[config.mk]
export PLATFORM = sky130hd
export DESIGN_NAME = cmc_top
export DESIGN_NICKNAME = d
export VERILOG_FILES = /design/src/cmc_pkg.sv /design/src/cmc_sync.sv /design/src/cmc_unit.sv /design/src/cmc_top.sv
export SDC_FILE = /design/constraint.sdc
export NUM_CORES = 1
export LEC_CHECK = 0
export ABC_AREA = 0
export BUFFER_PORTS_ARGS = -buffer_cell sky130_fd_sc_hd__buf_2
export CORE_MARGIN = 1
export CORE_UTILIZATION = 25
export CTS_CLUSTER_DIAMETER = 120
export DETAILED_ROUTE_END_ITERATION = 10
export GPL_TIMING_DRIVEN = 0
export PLACE_DENSITY = 0.48
export RECOVER_POWER = 25
export SLEW_MARGIN = 15
export SYNTH_ARGS = -nofsm -noshare
export SYNTH_HDL_FRONTEND = slang
export SYNTH_HIERARCHICAL = 1
export SYNTH_SLANG_ARGS = --single-unit
[constraint.sdc]
create_clock -name aclk -period 2.03 [get_ports aclk]
set_input_delay 0.1015 -clock aclk [delete_from_list [all_inputs] [get_ports aclk]]
set_output_delay 0.1015 -clock aclk [all_outputs]
set_load 0.02 [all_outputs]
[src/cmc_pkg.sv]
package cmc_pkg;

  // ==========================================================
  // Register map (byte addresses)
  localparam logic [7:0] CMC_OFF_CON0_1 = 8'h00;
  localparam logic [7:0] CMC_OFF_CON1_1 = 8'h04;
  localparam logic [7:0] CMC_OFF_CON0_2 = 8'h08;
  localparam logic [7:0] CMC_OFF_CON1_2 = 8'h0c;
  localparam logic [7:0] CMC_OFF_MIRROR = 8'h10;
  localparam logic [7:0] CMC_OFF_FLAGS = 8'h14;
  localparam logic [7:0] CMC_OFF_PINCFG = 8'h18;

  // ==========================================================
  // control_reg_zero fields
  localparam int CMC_B_ON = 7;
  localparam int CMC_B_OUT = 6;
  localparam int CMC_B_OE = 5;
  localparam int CMC_B_POL = 4;
  localparam int CMC_B_SP = 2;
  localparam int CMC_B_HYS = 1;
  localparam int CMC_B_SYNC = 0;
  // control_reg_one fields
  localparam int CMC_B_INTP = 7;
  localparam int CMC_B_INTN = 6;
  localparam int CMC_B_PCH = 4;
  localparam int CMC_B_NCH = 0;
  // pin config register fields
  localparam int CMC_B_DIR = 0;
  localparam int CMC_B_LAT = 2;

  localparam logic [7:0] CMC_CON0_RST = 8'h04;
  localparam logic [7:0] CMC_CON1_RST = 8'h00;
  localparam logic [7:0] CMC_PINCFG_RST = 8'h03;
  localparam logic [7:0] CMC_CON0_WMASK = 8'hb7;
  localparam logic [7:0] CMC_CON1_WMASK = 8'hf3;

  localparam logic [1:0] CMC_RESP_OKAY = 2'h0;
  localparam logic [1:0] CMC_RESP_SLVERR = 2'h2;

  // Plus input select codes
  localparam logic [1:0] CMC_PCH_OWN = 2'h0;
  localparam logic [1:0] CMC_PCH_LADDER = 2'h1;
  localparam logic [1:0] CMC_PCH_FIXED = 2'h2;
  localparam logic [1:0] CMC_PCH_ALT = 2'h3;

  // ==========================================================
  // Analog switch controls for one comparator
  typedef struct packed {
    logic enable;
    logic fast_mode;
    logic hysteresis;
    logic [3:0] plus_sel;
    logic [3:0] minus_sel;
  } cmc_analog_s;

  typedef enum logic [2:0] {
    CMC_W_IDLE = 3'b001,
    CMC_W_RESP = 3'b010,
    CMC_W_HOLD = 3'b100
  } cmc_wstate_e;

  function automatic logic [3:0] cmc_onehot(input logic [1:0] code);
    cmc_onehot = 4'h1 << code;
  endfunction

endpackage

[src/cmc_sync.sv]
`timescale 1ns/100ps
`default_nettype none
module cmc_sync
  import cmc_pkg::*;
(
  input wire logic aclk, // Clock
  input wire logic aresetn, // Sync reset, low
  input wire logic d_async, // Asynchronous level
  output logic q // Synchronised level
);

  logic stage1;

  // ==========================================================
  // Two-flop synchroniser
  always_ff @(posedge aclk)
  begin
    if (!aresetn)
    begin
      stage1 <= 1'b0;
      q <= 1'b0;
    end
    else
    begin
      stage1 <= d_async;
      q <= stage1;
    end
  end

endmodule
`default_nettype wire

[src/cmc_unit.sv]
`timescale 1ns/100ps
`default_nettype none
module cmc_unit
  import cmc_pkg::*;
(
  input wire logic aclk, // Clock
  input wire logic aresetn, // Sync reset, low
  input wire logic [7:0] con0, // control_reg_zero
  input wire logic [7:0] con1, // control_reg_one
  input wire logic raw_cmp, // Analog comparator output
  input wire logic tmr_clk_en, // Gate timer clock edge pulse
  input wire logic tmr_clk_lvl, // Gate timer clock level
  output logic result, // Registered final result
  output logic sync_out, // Synchronised external result
  output logic edge_event, // Qualified edge pulse
  output cmc_analog_s analog // Analog switch controls
);

  logic cmp_s;
  logic final_res;
  logic prev_res;
  logic prev_tclk;
  logic enabled;

  assign enabled = con0[CMC_B_ON];

  cmc_sync u_sync (
    .aclk(aclk),
    .aresetn(aresetn),
    .d_async(raw_cmp),
    .q(cmp_s)
  );

  // Gating and polarity
  assign final_res = enabled & (cmp_s ^ con0[CMC_B_POL]);

  // ==========================================================
  // Result register and edge detection
  always_ff @(posedge aclk)
  begin
    if (!aresetn)
    begin
      result <= 1'b0;
      prev_res <= 1'b0;
    end
    else
    begin
      result <= final_res;
      prev_res <= final_res;
    end
  end

  // Edges on final result, so polarity/enable toggles also count
  assign edge_event = (final_res & ~prev_res & con1[CMC_B_INTP]) |
    (~final_res & prev_res & con1[CMC_B_INTN]);

  // ==========================================================
  // Capture on falling edge of (prescaled) timer clock
  always_ff @(posedge aclk)
  begin
    if (!aresetn)
    begin
      prev_tclk <= 1'b0;
      sync_out <= 1'b0;
    end
    else
    begin
      prev_tclk <= tmr_clk_lvl;
      if (tmr_clk_en && prev_tclk && !tmr_clk_lvl)
      begin
        sync_out <= final_res;
      end
    end
  end

  // ==========================================================
  // Analog controls, all switches but fast_mode open when off
  always_comb
  begin
    analog.enable = enabled;
    analog.fast_mode = con0[CMC_B_SP];
    analog.hysteresis = enabled & con0[CMC_B_HYS];
    analog.plus_sel = enabled ?
      cmc_onehot(con1[CMC_B_PCH +: 2]) : 4'h0;
    analog.minus_sel = enabled ?
      cmc_onehot(con1[CMC_B_NCH +: 2]) : 4'h0;
  end

endmodule
`default_nettype wire

[src/cmc_top.sv]
// Behaviour
// - Comparator runs only while comparator_on; off means minimum current.
// - Disabled comparator outputs constant zero; timer-synced external path keeps last capture until next timer falling edge.
// - Result readable in compare_result_bit and mirrored_result_bit.
// - Result drives pin only with result_pin_enable, pin output, comparator_on; pin output alone drives the port latch.
// - result_pin_enable overrides port latch regardless of comparator_on.
// - Internal result registered each cycle; external path reuses it unless timer-synced.
// - Result is plus above minus, complemented by result_invert.
// - speed_power_select resets to one; zero selects low power.
// - hysteresis_on enables input hysteresis.
// - Result offered to gate timer as gate source.
// - timer_sync_select captures result on timer clock falling edge.
// - Capture uses the prescaled timer clock.
// - Rise and fall detectors set compare_edge_flag when enabled.
// - Software clears flag; simultaneous new edge leaves it set.
// - Edge detection uses final gated, polarity-adjusted result.
// - plus_input_select picks one of four plus-input sources.
// - Codes: own pin, ladder, fixed reference, shared pin or ground.
// - minus_input_select picks one of four minus pins.
// - Minus codes 0..3 select shared minus pins zero to three.
// - Disabled comparator disconnects all input multiplexers.
// - Both results go to the PWM shutdown logic.
`timescale 1ns/100ps
`default_nettype none
module cmc_top
  import cmc_pkg::*;
(
  input wire logic aclk, // Clock, 25 MHz
  input wire logic aresetn, // Sync reset, low
  input wire logic [7:0] s_axi_awaddr, // Write address
  input wire logic s_axi_awvalid, // Write address valid
  output logic s_axi_awready, // Write address ready
  input wire logic [31:0] s_axi_wdata, // Write data
  input wire logic [3:0] s_axi_wstrb, // Write strobes
  input wire logic s_axi_wvalid, // Write data valid
  output logic s_axi_wready, // Write data ready
  output logic [1:0] s_axi_bresp, // Write response
  output logic s_axi_bvalid, // Write response valid
  input wire logic s_axi_bready, // Write response ready
  input wire logic [7:0] s_axi_araddr, // Read address
  input wire logic s_axi_arvalid, // Read address valid
  output logic s_axi_arready, // Read address ready
  output logic [31:0] s_axi_rdata, // Read data
  output logic [1:0] s_axi_rresp, // Read response
  output logic s_axi_rvalid, // Read data valid
  input wire logic s_axi_rready, // Read data ready
  input wire logic [1:0] raw_cmp, // Analog comparator outputs
  input wire logic tmr_clk_en, // Gate timer prescaled clock pulse
  input wire logic tmr_clk_lvl, // Gate timer prescaled clock level
  output logic [1:0] gate_timer_src, // Result to gate timer
  output logic [1:0] pwm_shutdown_src, // Result to PWM shutdown
  output logic [1:0] cmp_pin_o, // Result pin data
  output logic [1:0] cmp_pin_oe, // Result pin output enable
  output logic [1:0] compare_edge_flag, // Sticky edge flags
  output cmc_analog_s [1:0] analog_ctl // Analog switch controls
);

  logic [7:0] con0 [2];
  logic [7:0] con1 [2];
  logic [7:0] pincfg;
  logic [1:0] result;
  logic [1:0] sync_out;
  logic [1:0] edge_event;
  logic [1:0] ext_res;
  logic [7:0] aw_addr;
  logic [31:0] w_data;
  logic [3:0] w_strb;
  logic aw_held;
  logic w_held;
  logic do_write;
  logic [1:0] flag_clr;
  logic [31:0] next_rdata;
  logic next_rerr;
  cmc_wstate_e wstate;

  // ==========================================================
  // Comparator units
  genvar gi;
  generate
    for (gi = 0; gi < 2; gi++)
    begin : g_unit
      cmc_unit u_unit (
        .aclk(aclk),
        .aresetn(aresetn),
        .con0(con0[gi]),
        .con1(con1[gi]),
        .raw_cmp(raw_cmp[gi]),
        .tmr_clk_en(tmr_clk_en),
        .tmr_clk_lvl(tmr_clk_lvl),
        .result(result[gi]),
        .sync_out(sync_out[gi]),
        .edge_event(edge_event[gi]),
        .analog(analog_ctl[gi])
      );
      // External path: registered result unless sync selected
      assign ext_res[gi] = con0[gi][CMC_B_SYNC] ?
        sync_out[gi] : result[gi];
      assign gate_timer_src[gi] = ext_res[gi];
      assign pwm_shutdown_src[gi] = result[gi];
      // Override port latch; comparator_on not part of override
      assign cmp_pin_o[gi] = con0[gi][CMC_B_OE] ?
        ext_res[gi] : pincfg[CMC_B_LAT + gi];
      assign cmp_pin_oe[gi] = ~pincfg[CMC_B_DIR + gi] &
        (~con0[gi][CMC_B_OE] | con0[gi][CMC_B_ON]);
    end
  endgenerate

  // ==========================================================
  // AXI write channel
  assign s_axi_awready = (wstate == CMC_W_IDLE) && !aw_held;
  assign s_axi_wready = (wstate == CMC_W_IDLE) && !w_held;
  assign do_write = (wstate == CMC_W_IDLE) &&
    (aw_held || s_axi_awvalid) && (w_held || s_axi_wvalid);

  always_ff @(posedge aclk)
  begin
    if (!aresetn)
    begin
      aw_held <= 1'b0;
      w_held <= 1'b0;
      aw_addr <= 8'h00;
      w_data <= 32'h0000_0000;
      w_strb <= 4'h0;
    end
    else if (do_write)
    begin
      aw_held <= 1'b0;
      w_held <= 1'b0;
    end
    else
    begin
      if (s_axi_awvalid && s_axi_awready)
      begin
        aw_held <= 1'b1;
        aw_addr <= s_axi_awaddr;
      end
      if (s_axi_wvalid && s_axi_wready)
      begin
        w_held <= 1'b1;
        w_data <= s_axi_wdata;
        w_strb <= s_axi_wstrb;
      end
    end
  end

  // Effective address/data for the write being performed
  logic [7:0] wa;
  logic [7:0] wd;
  logic wb0;
  assign wa = aw_held ? aw_addr : s_axi_awaddr;
  assign wd = w_held ? w_data[7:0] : s_axi_wdata[7:0];
  assign wb0 = w_held ? w_strb[0] : s_axi_wstrb[0];

  always_ff @(posedge aclk)
  begin
    if (!aresetn)
    begin
      wstate <= CMC_W_IDLE;
      s_axi_bresp <= CMC_RESP_OKAY;
    end
    else
    begin
      case (wstate)
        CMC_W_IDLE:
        begin
          if (do_write)
          begin
            wstate <= CMC_W_RESP;
            s_axi_bresp <= (wa[1:0] != 2'h0 || wa > CMC_OFF_PINCFG) ?
              CMC_RESP_SLVERR : CMC_RESP_OKAY;
          end
        end
        CMC_W_RESP:
        begin
          if (s_axi_bready)
          begin
            wstate <= CMC_W_IDLE;
          end
        end
        default:
        begin
          wstate <= CMC_W_IDLE;
        end
      endcase
    end
  end
  assign s_axi_bvalid = (wstate == CMC_W_RESP);

  // ==========================================================
  // Registers
  always_ff @(posedge aclk)
  begin
    if (!aresetn)
    begin
      con0[0] <= CMC_CON0_RST;
      con0[1] <= CMC_CON0_RST;
      con1[0] <= CMC_CON1_RST;
      con1[1] <= CMC_CON1_RST;
      pincfg <= CMC_PINCFG_RST;
    end
    else if (do_write && wb0)
    begin
      case (wa)
        CMC_OFF_CON0_1: con0[0] <= wd & CMC_CON0_WMASK;
        CMC_OFF_CON1_1: con1[0] <= wd & CMC_CON1_WMASK;
        CMC_OFF_CON0_2: con0[1] <= wd & CMC_CON0_WMASK;
        CMC_OFF_CON1_2: con1[1] <= wd & CMC_CON1_WMASK;
        CMC_OFF_PINCFG: pincfg <= wd;
        default: pincfg <= pincfg;
      endcase
    end
  end

  // Write-one-to-clear flags; a new edge wins
  assign flag_clr = (do_write && wb0 && wa == CMC_OFF_FLAGS) ?
    wd[1:0] : 2'h0;

  always_ff @(posedge aclk)
  begin
    if (!aresetn)
    begin
      compare_edge_flag <= 2'h0;
    end
    else
    begin
      compare_edge_flag <= (compare_edge_flag & ~flag_clr) |
        edge_event;
    end
  end

  // ==========================================================
  // AXI read channel
  assign s_axi_arready = !s_axi_rvalid;

  always_comb
  begin
    next_rdata = 32'h0000_0000;
    next_rerr = 1'b0;
    case (s_axi_araddr)
      CMC_OFF_CON0_1:
        next_rdata[7:0] = con0[0] | 8'(result[0]) << CMC_B_OUT;
      CMC_OFF_CON1_1: next_rdata[7:0] = con1[0];
      CMC_OFF_CON0_2:
        next_rdata[7:0] = con0[1] | 8'(result[1]) << CMC_B_OUT;
      CMC_OFF_CON1_2: next_rdata[7:0] = con1[1];
      CMC_OFF_MIRROR: next_rdata[1:0] = result;
      CMC_OFF_FLAGS: next_rdata[1:0] = compare_edge_flag;
      CMC_OFF_PINCFG: next_rdata[7:0] = pincfg;
      default: next_rerr = 1'b1;
    endcase
  end

  always_ff @(posedge aclk)
  begin
    if (!aresetn)
    begin
      s_axi_rvalid <= 1'b0;
      s_axi_rdata <= 32'h0000_0000;
      s_axi_rresp <= CMC_RESP_OKAY;
    end
    else if (s_axi_arvalid && s_axi_arready)
    begin
      s_axi_rvalid <= 1'b1;
      s_axi_rdata <= next_rdata;
      s_axi_rresp <= next_rerr ? CMC_RESP_SLVERR : CMC_RESP_OKAY;
    end
    else if (s_axi_rready)
    begin
      s_axi_rvalid <= 1'b0;
    end
  end

endmodule
`default_nettype wire

== Word-level counts from Yosys, hierarchy flattened ==
Memories as Yosys holds them, arrays and structs flattened.
Index checks and enable logic that the tools add are counted.

* Bitwise logic cells: 39
* Reduce and logical (&&, ||, !) cells: 29
* Equal/unequal tests: 15
* Shift operators: 4
* Magnitude comparators: 1
* Mux-type cells: 42

{| class="wikitable"
|+ Operator list
! kind !! number
|-
| 8-bit by 5-bit == test with 1-bit output (second input constant) || 5
|-
| 8-bit by 4-bit == test with 1-bit output (second input constant) || 4
|-
| 6-bit one-hot mux with 5 select lines || 1
|-
| 1-bit two-way mux || 24
|-
| 6-bit two-way mux || 4
|-
| 8-bit by 3-bit == test with 1-bit output (second input constant) || 2
|-
| 8-bit zero test || 2
|-
| 4-bit two-way mux || 4
|-
| 8-bit two-way mux || 2
|-
| 8-bit by 7-bit bitwise OR with 8-bit output || 2
|-
| 1-bit by 2-bit left shift with 4-bit output (first input constant) || 4
|-
| 1-bit bitwise AND || 14
|-
| 2-bit one-hot mux with 7 select lines || 1
|-
| 1-bit logical AND || 11
|-
| 1-bit NOT || 10
|-
| 2-bit AND reduction || 5
|-
| 8-bit by 5-bit greater-than comparator with 1-bit output (second input constant) || 1
|-
| 1-bit bitwise OR || 8
|-
| 7-bit OR reduction || 1
|-
| 2-bit two-way mux || 3
|-
| 3-bit two-way mux || 2
|-
| 3-bit one-hot mux with 2 select lines || 1
|-
| 1-bit zero test || 4
|-
| 2-bit nonzero test || 2
|-
| other kinds (10) || 13
|}

* Flip-flop bits (word level): 54
* Word-level logic and storage cells: 153
* RAM bits: 24
* Memories kept: 2
* Output and inout bits: 73
* Input port bits: 63

{| class="wikitable"
|+ Memory list
! memory !! words !! width !! rd ports !! clocked after Yosys merged registers in !! wr ports !! line !! RTL
|-
| con0 || 2 || 6 || 2 || 0 || 2 || cmc_top.sv:58 || <nowiki>logic [7:0] con0 [2];</nowiki>
|-
| con1 || 2 || 6 || 2 || 0 || 2 || cmc_top.sv:59 || <nowiki>logic [7:0] con1 [2];</nowiki>
|}

== Depth between registers and ports, before layout ==
Gate-level depths: netlist (run 1).

* Depth after elaboration: 9
* Depth in mapped cells: 6
* Gate-level depth less buffers: 5

== Hierarchy ==
Netlist (run 1), hierarchy kept.

{| class="wikitable"
|+ By module, submodules not included
! module !! area each (µm²) !! times used !! sequential area each (µm²) !! cells an instance
|-
| cmc_top || 3229.3 || 1 || 1561.5 || 308
|-
| cmc_unit || 214.0 || 2 || 60.1 || 28
|-
| cmc_sync || 52.6 || 2 || 40.0 || 4
|}

== Least setup slack after synthesis (run 1) ==
Ideal clock, no wire load.

* Path kind: reg2reg
* Start point: register aw_held
* End point: memory con0[0][0] (netlist name) (enable)
* Cell stages (with the launch flop): 6
* Path buffers: 1
* Period minus slack after synthesis: 2.157 ns
* Required time: 1.653 ns
* Setup time: 0.377 ns
* Setup slack: -0.127 ns
* Arrival: 1.779 ns
* Cell sequence: dfxtp_1 > buf_6 > or4_4 > a21boi_2 > nand3_1 > o21ai_0

{| class="wikitable"
|+ RTL lines
! item !! line !! RTL
|-
| from (decl) || cmc_top.sv:68 || <nowiki>logic aw_held;</nowiki>
|-
| from (signal assigned) || cmc_top.sv:119 || <nowiki>aw_held <= 1'b0;</nowiki>
|-
| from (signal assigned) || cmc_top.sv:127 || <nowiki>aw_held <= 1'b0;</nowiki>
|-
| from (signal assigned) || cmc_top.sv:134 || <nowiki>aw_held <= 1'b1;</nowiki>
|-
| to (decl) || cmc_top.sv:58 ||
|}

== Final worst setup path (run 1) ==
* Start point: register aw_addr[5]
* End point: register pincfg[1]

* Word-level cells in the longest chain between the ends: 3

{| class="wikitable"
|+ RTL lines
! item !! line !! RTL
|-
| from (decl) || cmc_top.sv:65 || <nowiki>logic [7:0] aw_addr;</nowiki>
|-
| from (signal assigned) || cmc_top.sv:135 || <nowiki>aw_addr <= s_axi_awaddr;</nowiki>
|-
| 8-bit two-way mux || cmc_top.sv:150 || <nowiki>assign wa = aw_held ? aw_addr : s_axi_awaddr;</nowiki>
|-
| 8-bit by 5-bit == test with 1-bit output || cmc_top.sv:203 || <nowiki>case (wa)</nowiki>
|-
| 2-bit AND reduction (no source line) || n/a ||
|-
| to (signal assigned) || cmc_top.sv:208 || <nowiki>CMC_OFF_PINCFG: pincfg <= wd;</nowiki>
|-
| to (signal assigned) || cmc_top.sv:209 || <nowiki>default: pincfg <= pincfg;</nowiki>
|-
| to (decl) || cmc_top.sv:60 || <nowiki>logic [7:0] pincfg;</nowiki>
|}

Every way passes these cells.
A chain may end at the register's enable or synchronous reset.

==> results.toml, run 1 <==
[outcome]
status = "finished clean"

[synth]
async_flop_share_pct = 0
synth_ff_type = "dfxtp_1"
synth_seq_cells = 76
syn-instance-count = 372
yosysWarnings = 6
ys_seq_area_share_pct = 46.8
synth_edf_count = 24
synth_cell_types = 52
synth_area_sq_mm = 0.00376
synth_area_per_cell_sq_um = 10.1

[worst_setup_path]
crit_start = "aw_addr[5]"
r2r_cells = 4
crit_cells = 4
startpoint_type = "register"
crit_required_ps = 2250
end_kind = "register"
reg2reg_to = "pincfg[1]"
cp_cell_sequence = "or4b_1, a21oi_2, nand4_4, mux2_2"
critPathKind = "reg -> reg"
r2r-start = "aw_addr[5]"
endpoint = "pincfg[1]"
slowest_stage = "or4b_1"
slowest_delay_ps = 630
crit_family = "simple AND/OR/NAND/NOR gates"
r2r_slack_ps = 60
cp_max_fo = 8
path_buf_inv = 0
crit_arrival_ps = 2190

[min_path]
hold_start = "s_axi_wdata[5]"
worst_hold_path_type = "in -> reg"

[cts]
numCtsBuffers = 9
cts_root_buffer = "clkbuf_16"
clk_latency_ps = 340
cts_num_sinks = 76
clk_path_buf_depth = 2
path_clk_slew_ps = 60
cts_max_level = 3
cts_tree = "built"

[die]
fp.dieH_um = 125
ios = 136
coreArea_sq_mm = 0.0146
dieWidth_um = 125
initial_core_util_pct = 25.8
dieArea_sq_mm = 0.0155
rows = 44

[global_routing]
grt_overflow_total = 0
antenna_found_initial = 0
grt_use_total_pct = 13.0
grt_start_max_net_pins = 15
grt_pass1_wl_mm = 15.3
grt_pass1_vias = 2850

[place]
dpl.hpwl_mm = 7.90
port_buffers = 81
post-place-ws_ps = -562
gp_congestion = 0.787

[timing]
worst_clock_skew_ps = 6.26
setup_ws_ps = 59.4
period_minus_slack_ps = 1970
rsz0062_at_grt = "true"
maxSlewHeadroom_pct = 56.4
period_share_pct = 97.1
fmax_ghz = 0.507
maxSlewViolCount = 0
setup_viol = 0
worstMarginPinSlew_ps = 653
final_hold_viol_count = 0
tns_ps = 0

[layout]
diodes = 0
register_area_sq_mm = 0.00176
nNetsFinal = 559
fillers = 1530
layout_common_cells = "buf_2 (63), dfxtp_1 (52), nor2_1 (48)"
multi_input_area_sq_mm = 0.00184
layout-drive-gt1-share_pct = 27.9
final_common_cell = "buf_2"
areaGrowthSynthToFinish_pct = 28.9

[detailed_routing]
vias = 2985
drc = 0
routed_wl_mm = 10.0
drt_iter0_markers = 110
wire_per_inst_um = 14.6
dr.pass1.iters = 4
viasPerCell = 4.36
antenna_left = 0

[job]
cap_violations = 0

[power_and_ir_drop]
p_leak_nw = 2.18
power_density_mw_per_mm2 = 756
irDropWorstVdd_mv = 0.408
[flip-flops by register name, summed over array words and instances, names as in the netlist]
signal / flops
s_axi_rvalid: 1
s_axi_rdata: 8
g_unit.u_unit/prev_tclk: 2
g_unit.u_unit/sync_out: 2
s_axi_rresp: 1
w_data: 8
s_axi_bresp: 1
g_unit.u_unit/u_sync/q: 2
aw_held: 1
pincfg: 8
con0: 12
wstate: 2
w_held: 1
g_unit.u_unit/u_sync/stage1: 2
compare_edge_flag: 2
g_unit.u_unit/prev_res: 2
w_strb: 1
aw_addr: 8
con1: 12
[per-stage QoR]
step           utilization (%)  area [sq um]  hold slack, ps  power, W  std cells
2_1_floorplan                -          3860             223   0.00208        397
3_3_place_gp              30.8          4490             316   0.00224        662
3_5_place_dp              30.8          4490             316   0.00224        662
4_1_cts                   33.1          4830            4.64   0.00368        682
5_1_grt                   33.2          4850            21.1   0.00381        685
6_report                  33.2          4850            11.9   0.00367        685
[cells in the mapped netlist (all sizes together), types with 4 or more instances]
master / n / area share, %
a211oi: 4 / 0.80
a21oi: 11 / 1.6
and2: 8 / 1.3
and3: 9 / 1.6
and3b: 6 / 1.4
buf: 34 / 6.7
clkbuf: 12 / 1.2
dfxtp: 52 / 28
edfxtp: 24 / 19
inv: 5 / 0.50
mux2: 12 / 3.6
mux2i: 39 / 10
mux4: 4 / 2.4
nand2: 29 / 2.9
nand2b: 14 / 2.3
nand3: 4 / 0.53
nand4: 4 / 1.1
nor2: 48 / 4.8
nor2b: 4 / 0.67
nor3b: 4 / 0.80
o21ai: 8 / 1.1
[final cells by class]
cell class,count,share of cell area [%]
Multi-Input combinational cell,269,38.0
Sequential cell,76,36.3
Timing Repair Buffer,88,9.08
Buffer,46,6.11
Clock buffer,13,4.95
Tap cell,184,4.75
Inverter,6,0.464
Clock inverter,3,0.284
[logic make-up after synthesis]
group                     Yosys count  share of synthesized area, %
AOI/OAI and AO/OA                  43                          7.68
xor gates and xnor gates            2                         0.466
buffers and inverters              52                          8.45
DFF                                76                          46.8
muxes                              55                          16.4
other                               1                        0.0997
and+or+nand+nor                   143                          20.1
[worst reg2reg max path, stage by stage (launching register included)]
cell and delay [ps]:
dfxtp_1 310, or4b_1 630, a21oi_2 310, nand4_4 250
mux2_2 360
[how the worst min path moves through the flow]
stage                                     endpoint  slack, ps  depth (start not counted)
floorplan               g_unit[0].u_unit/prev_tclk        220                          1
global placement    g_unit[1].u_unit/u_sync/stage1        320                          2
detailed placement  g_unit[1].u_unit/u_sync/stage1        320                          2
CTS                                      w_data[7]          5                          3
global route                             w_data[7]         20                          3
finish                                   w_data[5]         10                          3
[what timing repair did]
action                     4_1_cts  5_1_grt
hold buffers                     3        0
pin swaps                        2        4
setup endpoints to repair       20       30
setup buffers                    1        3
hold endpoints to repair         4        0
resized for setup               10        5
[where the power goes]
| group | switching (W) | total, W | internal, W |
|---|---|---|---|
| Combinational | 0.000339 | 0.000574 | 0.000235 |
| Clock | 0.000602 | 0.00142 | 0.000821 |
| Sequential | 0.0000443 | 0.00167 | 0.00162 |
| Total | 0.000986 | 0.00367 | 0.00268 |
[routing by layer]
layer  share of wire (%)  track usage (%)  wire length, um  up-vias
met1                  45             16.3             4500     1383
met4                 2.4             6.17              244        0
li1                    -                -                -     1510
met3                 4.5             2.53              452       15
met5                   0                0                0        -
met2                  48             21.4             4810       77
Note: power is estimated with default switching activity, not from simulation.
==> inputs of run 2 (changes only) <==
--- a/config.mk
+++ b/config.mk
@@ -12,8 +12,8 @@
 export CTS_CLUSTER_DIAMETER = 120
 export DETAILED_ROUTE_END_ITERATION = 10
 export GPL_TIMING_DRIVEN = 0
-export PLACE_DENSITY = 0.48
 export RECOVER_POWER = 25
+export REMOVE_ABC_BUFFERS = 1
 export SLEW_MARGIN = 15
 export SYNTH_ARGS = -nofsm -noshare
 export SYNTH_HDL_FRONTEND = slang
==> run 2 against run 1 <==
  * Final cell count fell by 5.7%
  * Hold slack improved by 2.5 ps
  * Setup slack improved by 39 ps
  * Clock power rose by 20%
  * Non-clock buffer count is 39 lower
  * Critical path depth is the same
  * Power grew 6.5%
  * Final area shrank 3.8%
  * Sequential power about the same
  * First-iteration DRC count increased by 73%
==> results.toml, run 2 (synthesized netlist as in run 1, its figures left out) <==
[cts]
numCtsBuffers = 9
cts_num_sinks = 76
path_clk_slew_ps = 60
cts_tree = "built"
clk_path_buf_depth = 2
cts_max_level = 3
clk_latency_ps = 340
cts_root_buffer = "clkbuf_16"

[worst_setup_path]
cp_max_fo = 9
critPathKind = "reg -> reg"
slowest_stage = "or4b_4"
crit_required_ps = 2260
crit_arrival_ps = 2160
cp_cell_sequence = "or4b_4, a21oi_2, nand4_4, mux2_2"
slowest_delay_ps = 520
startpoint_type = "register"
end_kind = "register"

[detailed_routing]
drt_iter0_markers = 190
routed_wl_mm = 9.70
vias = 2900
viasPerCell = 4.49
wire_per_inst_um = 15.0
dr.pass1.iters = 4
drc = 0
antenna_left = 0

[die]
coreArea_sq_mm = 0.0146
rows = 44
initial_core_util_pct = 25.8
ios = 136
fp.dieH_um = 125
dieArea_sq_mm = 0.0155
dieWidth_um = 125

[outcome]
status = "finished clean"

[power_and_ir_drop]
power_density_mw_per_mm2 = 837
p_leak_nw = 2.06
power_w = 0.00390
irDropWorstVdd_mv = 0.461

[min_path]
worst_hold_path_type = "in -> reg"

[layout]
areaGrowthSynthToFinish_pct = 24.0
layout-drive-gt1-share_pct = 25.3
final_util_pct = 32.0
final_common_cell = "buf_2"
reg.largest.list = "con0: 12 flops, con1: 12 flops"
fillers = 1482
nNetsFinal = 520
layout_common_cells = "buf_2 (60), dfxtp_1 (50), nor2_1 (48)"
diodes = 0

[global_routing]
grt_start_max_net_pins = 42
antenna_found_initial = 0
grt_pass1_vias = 2784
grt_pass1_wl_mm = 15.1
grt_overflow_total = 0
grt_use_total_pct = 12.6

[timing]
period_minus_slack_ps = 1930
setup_viol = 0
worst_clock_skew_ps = 7.06
worstMarginPinSlew_ps = 817
fin_hold_ws_ps = 14.4
period_share_pct = 95.1
maxSlewHeadroom_pct = 45.5
fmax_ghz = 0.518
maxSlewViolCount = 0
final_hold_viol_count = 0

[place]
port_buffers = 82
gp_congestion = 0.826
dpl.hpwl_mm = 7.12

[job]
cap_violations = 0
[run 2: area by class of cell]
type                    instances  area (sq um)  share of cell area (%)
inverters                       6          23.8                   0.510
repair buffers                 95           485                    10.4
well taps                     184           230                    4.93
flip-flops and latches         76          1770                    37.9
clock buffers                  10           229                    4.91
clock inverters                 6          87.6                    1.88
multi-input cells             269          1840                    39.4
[run 2: timing repair]
item                       in CTS  in global routing
setup endpoints to repair      58                 51
resized for setup              14                  5
buffers inserted                6                  5
hold endpoints to repair        2                  0
pin swaps                       5                  3
hold buffers                    2                  0
[run 2: worst max-delay path, delay by kind of cell, from the launching register on]
family / cells / cell delay [ps]
AO/OA/AOI/OAI: 1 / 310
AND/OR/NAND/NOR: 2 / 780
flip-flops: 1 / 390
multiplexers: 1 / 330
[run 2: metrics by stage]
step	setup WS, ps	std cells	TNS (ps)	cell area, sq um
after floorplan	-280	351	-3580	3560
final	98.5	646	0	4670
after CTS	14.2	641	0	4630
after global routing	-10.6	646	-20.8	4670
after global placement	-833	617	-25040	4200
after detailed placement	-891	617	-27670	4200
[run 2: report_power, final]
part / switching, W / internal [W] / leakage [nW]
Clock: 0.000625 / 0.00108 / 0.157
Sequential: 0.0000615 / 0.00162 / 0.665
Combinational: 0.000314 / 0.000200 / 1.24
[run 2: path summary, 6_finish.rpt]
check	from	endpoint	slack [ps]	cells past startpoint
setup / recovery	aw_held	pincfg[1]	100	4
hold / removal	tmr_clk_lvl	g_unit[1].u_unit/prev_tclk	10	2
setup reg to reg	aw_held	pincfg[1]	100	4
hold reg to reg	g_unit[1].u_unit/u_sync/stage1	g_unit[1].u_unit/u_sync/q	430	1
[run 2: per-layer routing]
layer	wire length, um	GRT usage [%]	vias up
li1	-	-	1428
met1	4610	16.1	1362
met3	532	4.17	10
met4	61	3.05	0
met5	0	0	-
met2	4490	20.2	100
